<file path="src/bzc_defs.vh">
// register map, fields, command codes and timing for the bias and zero check control
`ifndef BZC_DEFS_VH
`define BZC_DEFS_VH
`define BZC_ADDR_CHAR 8'h00
`define BZC_ADDR_VALUE 8'h04
`define BZC_ADDR_CTRL 8'h08
`define BZC_ADDR_STATUS 8'h0C
`define BZC_ADDR_CONST 8'h10
`define BZC_ADDR_NVCONST 8'h14
`define BZC_CTRL_SUPP 0
`define BZC_CTRL_X10 1
`define BZC_CTRL_DEFZC 2
`define BZC_CTRL_SRQMASK 3
`define BZC_CTRL_RESET 4'h4
`define BZC_ST_BIAS 0
`define BZC_ST_ZC 1
`define BZC_ST_BIASOUT 2
`define BZC_ST_SUPP 3
`define BZC_ST_X10 4
`define BZC_ST_OUT 5
`define BZC_ST_BUSY 6
`define BZC_ST_ERR 7
`define BZC_ST_VPEND 8
`define BZC_CH_B 8'h42
`define BZC_CH_C 8'h43
`define BZC_CH_L 8'h4C
`define BZC_CH_X 8'h58
`define BZC_CH_0 8'h30
`define BZC_CH_1 8'h31
`define BZC_CH_2 8'h32
`define BZC_BIAS_RANGE_MV 5000
`define BZC_BIAS_STEP_UV 2500
`define BZC_BIAS_MAX ((`BZC_BIAS_RANGE_MV * 1000) / `BZC_BIAS_STEP_UV)
`define BZC_CLK_PERIOD_NS 5
`define BZC_CORR_TIME_NS 1000
`define BZC_CORR_CYCLES ((`BZC_CORR_TIME_NS + `BZC_CLK_PERIOD_NS - 1) / `BZC_CLK_PERIOD_NS)
`define BZC_OFFSET_LIMIT 16'h1000
`endif

</file>
<file path="src/bzc_control.v">
// bias and zero check control with AHB-Lite register slave
//
// Local design decisions: the placing of the registers and register access over AHB-Lite.
`timescale 1ns/100ps
`include "bzc_defs.vh"
// Summary of operation
// - bias off command disables bias output, bias on command enables it
// - clears and restore-defaults keep the last bias state; factory reset is off
// - bus command and front-panel key share one bias enable flag
// - bias reaches the input only when enabled and zero check off
// - bias value is clamped to plus or minus five volts in 2.5 mV steps
// - zero check command: 0 off, 1 on, 2 start correction
// - clears and restore-defaults load the programmed default zero check state
// - zero check forces suppression, bias and x10 gain off
// - releasing zero check brings back the retained settings
// - correction forces zero check on, runs, then restores previous state
// - oversized offset flags error, shows message, raises masked service request
// - correction constants stay volatile until save-setup copies them
// - signal output is enabled only while zero check is off
// - commands are buffered and acted upon at the execute character
// - bias value and state, then zero check, then correction
module bzc_control #(
	parameter CORR_CYCLES = `BZC_CORR_CYCLES,
	parameter [15:0] OFFSET_LIMIT = `BZC_OFFSET_LIMIT
) (
	input wire clk,
	input wire reset_n,
	input wire hsel,
	input wire [31:0] haddr,
	input wire [1:0] htrans,
	input wire hwrite,
	input wire [2:0] hsize,
	input wire [31:0] hwdata,
	input wire hready,
	output wire hreadyout,
	output wire hresp,
	output reg [31:0] hrdata,
	input wire dev_clear_pin,
	input wire bias_key_pin,
	input wire [15:0] measured_offset,
	output wire bias_drive,
	output reg [11:0] bias_level,
	output wire supp_enable,
	output wire x10_enable,
	output wire signal_out_enable,
	output wire zero_check,
	output reg correction_error_message,
	output wire srq,
	output reg [15:0] nv_corr_const,
	output reg nv_save_strobe
);
	////////////////////////////////////////////////////////////////////////////////
	// reset and pin synchronisers
	reg rst_meta;
	reg rst_n;
	always @(posedge clk or negedge reset_n) begin
		if (!reset_n) begin
			rst_meta <= 1'b0;
			rst_n <= 1'b0;
		end else begin
			rst_meta <= 1'b1;
			rst_n <= rst_meta;
		end
	end

	reg clr_meta;
	reg clr_sync;
	reg clr_last;
	reg key_meta;
	reg key_sync;
	reg key_last;
	always @(posedge clk or negedge rst_n) begin
		if (!rst_n) begin
			clr_meta <= 1'b0;
			clr_sync <= 1'b0;
			clr_last <= 1'b0;
			key_meta <= 1'b0;
			key_sync <= 1'b0;
			key_last <= 1'b0;
		end else begin
			clr_meta <= dev_clear_pin;
			clr_sync <= clr_meta;
			clr_last <= clr_sync;
			key_meta <= bias_key_pin;
			key_sync <= key_meta;
			key_last <= key_sync;
		end
	end
	wire clr_event;
	wire key_event;
	assign clr_event = clr_sync & ~clr_last;
	assign key_event = key_sync & ~key_last;

	////////////////////////////////////////////////////////////////////////////////
	// AHB-Lite slave, zero wait states
	reg wr_pend;
	reg [7:0] wr_addr;
	wire addr_phase;
	assign addr_phase = hsel & hready & htrans[1];
	assign hreadyout = 1'b1;
	assign hresp = 1'b0;
	always @(posedge clk or negedge rst_n) begin
		if (!rst_n) begin
			wr_pend <= 1'b0;
			wr_addr <= 8'h00;
		end else if (hready) begin
			wr_pend <= addr_phase & hwrite;
			wr_addr <= haddr[7:0];
		end
	end
	wire wr_char;
	wire wr_value;
	wire wr_ctrl;
	wire wr_status;
	assign wr_char = wr_pend && wr_addr == `BZC_ADDR_CHAR;
	assign wr_value = wr_pend && wr_addr == `BZC_ADDR_VALUE;
	assign wr_ctrl = wr_pend && wr_addr == `BZC_ADDR_CTRL;
	assign wr_status = wr_pend && wr_addr == `BZC_ADDR_STATUS;

	////////////////////////////////////////////////////////////////////////////////
	// command parser and correction sequencer
	wire exec;
	wire p_bias;
	wire p_bias_on;
	wire p_zc;
	wire p_zc_on;
	wire p_corr;
	wire p_restore;
	wire p_save;
	bzc_parser u_parser (
		.clk(clk),
		.rst_n(rst_n),
		.char_valid(wr_char),
		.char_data(hwdata[7:0]),
		.exec(exec),
		.bias_pend(p_bias),
		.bias_on(p_bias_on),
		.zc_pend(p_zc),
		.zc_on(p_zc_on),
		.corr_pend(p_corr),
		.restore_pend(p_restore),
		.save_pend(p_save)
	);

	reg corr_start;
	wire corr_busy;
	wire corr_done;
	wire corr_fail;
	wire [15:0] corr_const;
	bzc_correct #(
		.CORR_CYCLES(CORR_CYCLES),
		.OFFSET_LIMIT(OFFSET_LIMIT)
	) u_correct (
		.clk(clk),
		.rst_n(rst_n),
		.start(corr_start),
		.offset(measured_offset),
		.busy(corr_busy),
		.done(corr_done),
		.error(corr_fail),
		.corr_const(corr_const)
	);

	////////////////////////////////////////////////////////////////////////////////
	// bias value staging
	// saturate instead of wrapping so an oversized value keeps its polarity
	function [11:0] clamp_bias;
		input [31:0] v;
		reg [31:0] lim;
		begin
			lim = `BZC_BIAS_MAX;
			if ($signed(v) > $signed(lim))
				clamp_bias = lim[11:0];
			else if ($signed(v) < -$signed(lim))
				clamp_bias = 12'h000 - lim[11:0];
			else
				clamp_bias = v[11:0];
		end
	endfunction

	reg [11:0] value_stage;
	reg value_pend;
	always @(posedge clk or negedge rst_n) begin
		if (!rst_n) begin
			value_stage <= 12'h000;
			value_pend <= 1'b0;
			bias_level <= 12'h000;
		end else begin
			if (exec && value_pend && !p_restore)
				bias_level <= value_stage;
			if (wr_value) begin
				value_stage <= clamp_bias(hwdata);
				value_pend <= 1'b1;
			end else if (exec) begin
				value_pend <= 1'b0;
			end
		end
	end

	////////////////////////////////////////////////////////////////////////////////
	// control settings
	localparam [3:0] CTRL_RESET = `BZC_CTRL_RESET;
	reg supp_setting;
	reg x10_setting;
	reg default_zc;
	reg srq_mask;
	always @(posedge clk or negedge rst_n) begin
		if (!rst_n) begin
			supp_setting <= CTRL_RESET[`BZC_CTRL_SUPP];
			x10_setting <= CTRL_RESET[`BZC_CTRL_X10];
			default_zc <= CTRL_RESET[`BZC_CTRL_DEFZC];
			srq_mask <= CTRL_RESET[`BZC_CTRL_SRQMASK];
		end else if (wr_ctrl) begin
			supp_setting <= hwdata[`BZC_CTRL_SUPP];
			x10_setting <= hwdata[`BZC_CTRL_X10];
			default_zc <= hwdata[`BZC_CTRL_DEFZC];
			srq_mask <= hwdata[`BZC_CTRL_SRQMASK];
		end
	end

	////////////////////////////////////////////////////////////////////////////////
	// bias enable and zero check state
	reg bias_en;
	reg zc_state;
	reg corr_pending_start;
	reg next_bias_en;
	reg next_zc;
	always @* begin
		next_bias_en = bias_en;
		next_zc = zc_state;
		if (key_event)
			next_bias_en = ~bias_en;
		if (exec) begin
			// bias command
			// restore in the same string overrides it
			if (p_bias && !p_restore)
				next_bias_en = p_bias_on;
			if (p_zc)
				next_zc = p_zc_on;
		end
		// bias keeps last state; default zero check
		if (clr_event || (exec && p_restore))
			next_zc = default_zc;
	end

	always @(posedge clk or negedge rst_n) begin
		if (!rst_n) begin
			bias_en <= 1'b0;
			zc_state <= 1'b1;
			corr_start <= 1'b0;
			corr_pending_start <= 1'b0;
		end else begin
			bias_en <= next_bias_en;
			zc_state <= next_zc;
			corr_start <= exec && p_corr && !p_restore && !corr_busy;
			corr_pending_start <= corr_start;
		end
	end

	////////////////////////////////////////////////////////////////////////////////
	// forced outputs; settings are retained so release restores them
	wire zc_active;
	// correction holds zero check on, stored state untouched
	assign zc_active = zc_state | corr_busy | corr_pending_start | corr_start;
	assign zero_check = zc_active;
	// forced off while checking; retained settings return
	assign supp_enable = supp_setting & ~zc_active;
	assign x10_enable = x10_setting & ~zc_active;
	// bias only with zero check off
	assign bias_drive = bias_en & ~zc_active;
	assign signal_out_enable = ~zc_active;

	////////////////////////////////////////////////////////////////////////////////
	// correction error and nonvolatile save
	reg save_req;
	always @(posedge clk or negedge rst_n) begin
		if (!rst_n) begin
			correction_error_message <= 1'b0;
			nv_corr_const <= 16'h0000;
			nv_save_strobe <= 1'b0;
			save_req <= 1'b0;
		end else begin
			// sticky error, set wins over clear
			if (corr_fail)
				correction_error_message <= 1'b1;
			else if ((wr_status && hwdata[`BZC_ST_ERR]) || clr_event)
				correction_error_message <= 1'b0;
			nv_save_strobe <= 1'b0;
			if (save_req && !corr_busy && !corr_start && !corr_pending_start) begin
				save_req <= 1'b0;
				nv_corr_const <= corr_const;
				nv_save_strobe <= 1'b1;
			end
			// save waits for any correction started by the same string; a new request wins
			if (exec && p_save && !p_restore)
				save_req <= 1'b1;
		end
	end
	assign srq = correction_error_message & srq_mask;

	////////////////////////////////////////////////////////////////////////////////
	// read data, captured in the address phase
	wire [31:0] status_word;
	assign status_word = {23'h000000, value_pend, correction_error_message, corr_busy,
		signal_out_enable, x10_enable, supp_enable, bias_drive, zc_active, bias_en};
	reg [31:0] next_rdata;
	always @* begin
		next_rdata = 32'h00000000;
		case (haddr[7:0])
		`BZC_ADDR_VALUE:
			next_rdata = {{20{bias_level[11]}}, bias_level};
		`BZC_ADDR_CTRL:
			next_rdata = {28'h0000000, srq_mask, default_zc, x10_setting, supp_setting};
		`BZC_ADDR_STATUS:
			next_rdata = status_word;
		`BZC_ADDR_CONST:
			next_rdata = {16'h0000, corr_const};
		`BZC_ADDR_NVCONST:
			next_rdata = {16'h0000, nv_corr_const};
		default:
			next_rdata = 32'h00000000;
		endcase
	end
	always @(posedge clk or negedge rst_n) begin
		if (!rst_n)
			hrdata <= 32'h00000000;
		else if (addr_phase && !hwrite)
			hrdata <= next_rdata;
	end

	// corr_done is observed through the busy flag falling
	wire unused_done;
	assign unused_done = corr_done | (|hsize);
endmodule

</file>
<file path="src/bzc_parser.v">
// command character parser holding pending commands until execute
`timescale 1ns/100ps
`include "bzc_defs.vh"
module bzc_parser (
	input wire clk,
	input wire rst_n,
	input wire char_valid,
	input wire [7:0] char_data,
	output reg exec,
	output reg bias_pend,
	output reg bias_on,
	output reg zc_pend,
	output reg zc_on,
	output reg corr_pend,
	output reg restore_pend,
	output reg save_pend
);
	localparam ST_IDLE = 2'd0;
	localparam ST_B = 2'd1;
	localparam ST_C = 2'd2;
	localparam ST_L = 2'd3;
	reg [1:0] state;
	always @(posedge clk or negedge rst_n) begin
		if (!rst_n) begin
			state <= ST_IDLE;
			exec <= 1'b0;
			bias_pend <= 1'b0;
			bias_on <= 1'b0;
			zc_pend <= 1'b0;
			zc_on <= 1'b0;
			corr_pend <= 1'b0;
			restore_pend <= 1'b0;
			save_pend <= 1'b0;
		end else begin
			exec <= 1'b0;
			// pending set is consumed on the cycle after execute
			if (exec) begin
				bias_pend <= 1'b0;
				zc_pend <= 1'b0;
				corr_pend <= 1'b0;
				restore_pend <= 1'b0;
				save_pend <= 1'b0;
			end
			if (char_valid) begin
				case (state)
				ST_B: begin
					state <= ST_IDLE;
					if (char_data == `BZC_CH_0 || char_data == `BZC_CH_1) begin
						bias_pend <= 1'b1;
						bias_on <= (char_data == `BZC_CH_1);
					end
				end
				ST_C: begin
					state <= ST_IDLE;
					if (char_data == `BZC_CH_0 || char_data == `BZC_CH_1) begin
						zc_pend <= 1'b1;
						zc_on <= (char_data == `BZC_CH_1);
					end else if (char_data == `BZC_CH_2) begin
						corr_pend <= 1'b1;
					end
				end
				ST_L: begin
					state <= ST_IDLE;
					if (char_data == `BZC_CH_1)
						save_pend <= 1'b1;
					else if (char_data == `BZC_CH_2)
						restore_pend <= 1'b1;
				end
				default: begin
					if (char_data == `BZC_CH_B)
						state <= ST_B;
					else if (char_data == `BZC_CH_C)
						state <= ST_C;
					else if (char_data == `BZC_CH_L)
						state <= ST_L;
					else if (char_data == `BZC_CH_X)
						exec <= 1'b1;
				end
				endcase
			end
		end
	end
endmodule

</file>
<file path="src/bzc_correct.v">
// zero correction sequencer with offset limit check
`timescale 1ns/100ps
`include "bzc_defs.vh"
module bzc_correct #(
	parameter CORR_CYCLES = `BZC_CORR_CYCLES,
	parameter [15:0] OFFSET_LIMIT = `BZC_OFFSET_LIMIT
) (
	input wire clk,
	input wire rst_n,
	input wire start,
	input wire [15:0] offset,
	output reg busy,
	output reg done,
	output reg error,
	output reg [15:0] corr_const
);
	reg [15:0] count;
	wire [15:0] mag;
	assign mag = offset[15] ? (~offset + 16'h0001) : offset;
	always @(posedge clk or negedge rst_n) begin
		if (!rst_n) begin
			busy <= 1'b0;
			done <= 1'b0;
			error <= 1'b0;
			count <= 16'h0000;
			corr_const <= 16'h0000;
		end else begin
			done <= 1'b0;
			error <= 1'b0;
			if (!busy && start) begin
				busy <= 1'b1;
				count <= CORR_CYCLES[15:0];
			end else if (busy) begin
				if (count > 16'h0001) begin
					count <= count - 16'h0001;
				end else begin
					busy <= 1'b0;
					done <= 1'b1;
					if (mag > OFFSET_LIMIT)
						error <= 1'b1;
					else
						corr_const <= offset;
				end
			end
		end
	end
endmodule

</file>
<file path="config.mk">
export PLATFORM = sky130hd
export DESIGN_NAME = bzc_control
export DESIGN_NICKNAME = d
export VERILOG_FILES = /design/src/bzc_control.v /design/src/bzc_parser.v /design/src/bzc_correct.v
export VERILOG_INCLUDE_DIRS = /design/src
export SDC_FILE = /design/constraint.sdc
export NUM_CORES = 1
export LEC_CHECK = 0
export BUFFER_PORTS_ARGS = -buffer_cell sky130_fd_sc_hd__buf_2
export CAP_MARGIN = 20
export CORE_AREA = 2 2 113 115
export DETAILED_ROUTE_END_ITERATION = 7
export DIE_AREA = 0 0 115 117
export PLACE_DENSITY = 0.8
export SLEW_MARGIN = 10
export SYNTH_ARGS = -nofsm -noshare
export SYNTH_HDL_FRONTEND = slang
export SYNTH_HIERARCHICAL = 1
export SYNTH_SLANG_ARGS = --single-unit
</file>
<file path="constraint.sdc">
create_clock -name clk -period 5.1 [get_ports clk]
set_input_delay 0.255 -clock clk [delete_from_list [all_inputs] [get_ports clk]]
set_output_delay 0.255 -clock clk [all_outputs]
set_load 0.02 [all_outputs]
</file>
# Word level (Yosys, flattened, before mapping)
# Index checks and enable logic that the tools add are counted.
[totals]
regBits = 145
latchBits = 0
ramBits = 0
romBits = 0
elab_cells = 185
mem_count = 0
[classes]
addsub = 2
multipliers = 0
div = 0
magnitude_cmp = 4
n_eq_ne = 18
n_shift = 0
muxes = 59
n_bitwise = 20
n_reduce_logical = 43
[ops]
columns = ["op", "count"]
rows = [
  ["one-hot mux 32 bit (5 select lines)", 1],
  ["two-way mux 16 bit", 4],
  ["two-way mux 1 bit", 48],
  ["equality test 8 x 4 -> 1 bit, second input constant", 4],
  ["equality test 8 x 7 -> 1 bit, second input constant", 4],
  ["> comparator 32 x 12 -> 1 bit, second input constant", 1],
  ["< comparator 32 x 12 -> 1 bit, second input constant", 1],
  ["equality test 8 x 6 -> 1 bit, second input constant", 3],
  ["two-way mux 12 bit", 2],
  ["logical AND 1 bit", 19],
  ["adder 16 x 1 -> 16 bit, second input constant", 1],
  ["equality test 8 x 3 -> 1 bit, second input constant", 2],
  ["equality test 8 x 5 -> 1 bit, second input constant", 2],
  ["> comparator 16 x 1 -> 1 bit, second input constant", 1],
  ["> comparator 16 x 13 -> 1 bit, second input constant", 1],
  ["NOT 16 bit", 1],
  ["subtractor 16 x 1 -> 16 bit, second input constant", 1],
  ["nonzero test 2 bit", 7],
  ["bitwise AND 1 bit", 9],
  ["logical NOT 8 bit", 1],
  ["two-way mux 2 bit", 4],
  ["NOT 1 bit", 7],
  ["AND reduction 2 bit", 3],
  ["AND reduction 3 bit", 2],
  ["other kinds (8)", 17],
]

# Longest topological paths before layout
[logic_depth]
depth_word = 8
mapped_depth = 11
depth_no_buf = 9

# Hierarchy
# Netlist, hierarchy kept.
[modules_own_cells]
columns = ["mod", "n_inst", "cells_each", "area_each_um2", "seq_area_each_um2"]
rows = [
  ["bzc_control", 1, 351, 4055.1, 2154.6],
  ["bzc_correct", 1, 189, 1956.9, 875.8],
  ["bzc_parser", 1, 47, 505.5, 250.2],
]

# Worst setup path before layout
# OpenSTA, ideal clock, no wires.
[synth_path]
path_kind = "input port to flip-flop"
startpoint = "in measured_offset[0]"
endpoint = "reg u_correct.corr_const[15]"
t_arrival_ns = 2.660
t_required_ns = 4.975
setup_slack_ns = 2.315
cell_stages = 10
path_cell_list = "inv_1 -> ha_1 -> or4b_1 -> nor4_2 -> mux2i_1 -> nor4_2 -> o211ai_2 -> a211oi_4 -> buf_8 -> mux2_4"
[synth_between]
elab_chain_len = 6
[synth_rtl]
columns = ["element", "line", "rtl"]
rows = [
  ["from (decl)", "bzc_control.v:40", "input wire [15:0] measured_offset,"],
  ["NOT 16 bit", "bzc_correct.v:19", "assign mag = offset[15] ? (~offset + 16'h0001) : offset;"],
  ["adder 16 x 1 -> 16 bit", "bzc_correct.v:19", ""],
  ["two-way mux 16 bit *", "bzc_correct.v:19", ""],
  ["> comparator 16 x 13 -> 1 bit *", "bzc_correct.v:39", "if (mag > OFFSET_LIMIT)"],
  ["NOT 1 bit (no source line) *", "n/a", ""],
  ["AND reduction 4 bit (no source line) *", "n/a", ""],
  ["to (signal assigned)", "bzc_correct.v:42", "corr_const <= offset;"],
  ["to (decl)", "bzc_correct.v:15", "output reg [15:0] corr_const"],
]
# Every way passes the cells marked *; elsewhere a longest branch is shown, timed or not.
# A chain may end at the register's enable or synchronous reset.

# Final worst setup path
[layout_path]
startpoint = "reg u_correct.count[4]"
endpoint = "reg u_correct.corr_const[1]"
[layout_between]
elab_chain_len = 3
[layout_rtl]
columns = ["element", "line", "rtl"]
rows = [
  ["from (decl)", "bzc_correct.v:17", "reg [15:0] count;"],
  ["from (signal assigned)", "bzc_correct.v:32", "count <= CORR_CYCLES[15:0];"],
  ["from (signal assigned)", "bzc_correct.v:35", "count <= count - 16'h0001;"],
  ["> comparator 16 x 1 -> 1 bit", "bzc_correct.v:34", "if (count > 16'h0001) begin"],
  ["NOT 1 bit (no source line)", "n/a", ""],
  ["AND reduction 4 bit (no source line)", "n/a", ""],
]
# No other way between the ends.

==> flow_metrics.env <==
export IMPL_status="finished, final reports clean"
export IMPL_final_max_slew_viol_count=0
export IMPL_grt_max_degree=73
export IMPL_area_delta_synth_final_pct=19.0
export IMPL_cts_resized=0
export IMPL_totalWireLength_um=16200
export IMPL_crit_fanout=16
export IMPL_required_ns=5.39
export IMPL_grt_pass1_wl_um=25900
export IMPL_yosysWarnings=6
export IMPL_hold_viol=0
export IMPL_io_buffers=131
export IMPL_ant_nets=0
export IMPL_holdCritPathClass="in2reg"
export IMPL_firstDrtPassIters=6
export IMPL_dieArea_mm2=0.0135
export IMPL_post_drt_via_cell_ratio=6.06
export IMPL_slowest_delay_ns=0.79
export IMPL_cp_slowest_cell="a211oi_4"
export IMPL_critPathArrivalTime_ns=3.52
export IMPL_fin_worst_skew_ns=0.00698
export IMPL_min_from="haddr[6]"
export IMPL_cts_tree="yes"
export IMPL_dpl_hpwl_um=11500
export IMPL_leakage_nw=3.74
export IMPL_wl_per_cell_um=18.7
export IMPL_grt_antenna_before_repair=0
export IMPL_drive_above_1_share_pct=34.8
export IMPL_gp_congestion=0.836
export IMPL_startpoint="u_correct/count[4]"
export IMPL_cts_buffer_depth=2
export IMPL_initial_core_util_pct=52.7
export IMPL_finalCriticalPeriod_ns=3.23
export IMPL_relSlewSlack_pct=24.6
export IMPL_finalCritPeriodShare_pct=63.3
export IMPL_syn_avg_cell_area_um2=11.1
export IMPL_antennaDiodeCount=0
export IMPL_io_pins=162
export IMPL_clock_sinks=130
export IMPL_max_freq_ghz=0.310
export IMPL_fp_row_count=41
export IMPL_endpoint_kind="flop"
export IMPL_setup_tns_ns=0
export IMPL_worstSetupPathType="reg2reg"
export IMPL_power_density_mw_per_mm2=323
export IMPL_peakVddDrop_mv=0.347
export IMPL_synth_cell_area_mm2=0.00649
export IMPL_cts_buffers=17
export IMPL_crit_path_cell_trace="or4_1 > or4_4 > nor2_1 > nand2_1 > a211oi_4 > mux2_2"
export IMPL_grt_pass1_vias=5148
export IMPL_vias=5251
export IMPL_start_kind="flop"
export IMPL_setup_viol_count_final=0
export IMPL_cts_max_level=4
export IMPL_worst_pin_slew_ns=1.12
export IMPL_nNetsFinal=798
export IMPL_post_synth_inst_count=585
export IMPL_hold_ws_ns=0.110
export IMPL_maxCapViolCount=0
export IMPL_r2r_start="u_correct/count[4]"
export IMPL_clk_pin_slew_ns=0.06
export IMPL_grt_usage_pct=24.9
export IMPL_cts_root_buf="clkbuf_16"
export IMPL_die_y_um=117
export IMPL_die_w_um=115
export IMPL_grt_setup_unrepaired="false"
export IMPL_overflow=0
export IMPL_insertion_delay_ns=0.41
export IMPL_drc_errors=0
export IMPL_fill_cells=945
export IMPL_dr_first_iter_drc_count=395
export IMPL_design_core_area_mm2=0.0123
## flip-flops by register name, summed over array words and instances, names as in the netlist, 2 cells and up
name / flops
u_parser/state: 2
u_correct/corr_const: 16
nv_corr_const: 16
value_stage: 12
u_correct/count: 16
wr_addr: 8
hrdata: 17
bias_level: 12
## cell usage in the layout, fill, tap and decap left out, types with 5 or more instances in the layout
cell type    n
o22ai_1      6
nand4_1     10
nor2b_1     12
nor3b_1      5
o31ai_1      6
buf_2      131
or4_1       10
nand3_1     15
a22o_1       5
xnor2_1      5
a221oi_1     8
nor3_1      12
inv_1       28
nor2_1      24
mux2_4       7
o21ai_1      8
or3_1        8
mux2i_1     12
dfrtp_1    127
o21ai_0     30
mux2_2      51
nand2b_1     5
a22oi_1      7
nor4_1      12
a21oi_1     21
clkbuf_16   17
nand2_1     35
## layout make-up
class | count | area, um^2 | share of cell area (%)
clock buffers | 17 | 425 | 5.51
well taps | 150 | 188 | 2.43
clock inverters | 15 | 159 | 2.06
flip-flops and latches | 130 | 3260 | 42.2
multi-input cells | 390 | 2880 | 37.3
inverters | 28 | 105 | 1.36
repair buffers | 136 | 701 | 9.08
## final timing paths
kind                                             to  slack (ns)  depth (start not counted)
hold reg to reg                            key_sync        0.35                          0
setup reg to reg            u_correct/corr_const[1]        1.87                          6
setup / recovery            u_correct/corr_const[1]        1.87                          6
max in group asynchronous  u_correct/corr_const[10]        3.38                          1
hold / removal                           wr_addr[6]        0.11                          2
min in group asynchronous                     rst_n        0.15                          2
## timing repair
item / CTS / global route
endpoints found under the hold margin: 4 / 0
hold buffers: 3 / 0
setup buffers: 0 / 0
## metal layers
metal  track usage (%)  part of all wire (%)  routed length, um
met5                 0                     0                  0
met4              10.5                   2.6                426
met3              5.15                   5.8                943
met2              41.1                    50               8100
met1              32.2                    41               6710
## power by group
part / total (mW) / internal [mW] / switching [mW]
Clock: 1.19 / 0.723 / 0.471
Combinational: 0.186 / 0.0782 / 0.107
Sequential: 1.12 / 1.07 / 0.0449
## metrics by stage
stage / setup WS [ns] / instances / cell area (um^2) / utilization [%] / power [mW]
finish: 1.87 / 866 / 7720 / 62.7 / 2.50
CTS: 1.88 / 866 / 7720 / 62.7 / 2.50
global route: 1.69 / 866 / 7720 / 62.7 / 2.58
global placement: 1.73 / 831 / 7110 / 57.7 / 1.30
detailed placement: 1.63 / 831 / 7110 / 57.7 / 1.31
floorplan: 1.21 / 586 / 6490 / - / 1.23
## worst max-delay path: cells and delay by family (launching register included)
kind             cells  cell delay [ns]
AO/OA/AOI/OAI        1             0.79
flip-flops           1             0.44
multiplexers         1             0.42
AND/OR/NAND/NOR      4             1.46
No activity file was read; power rests on OpenSTA's default activity.
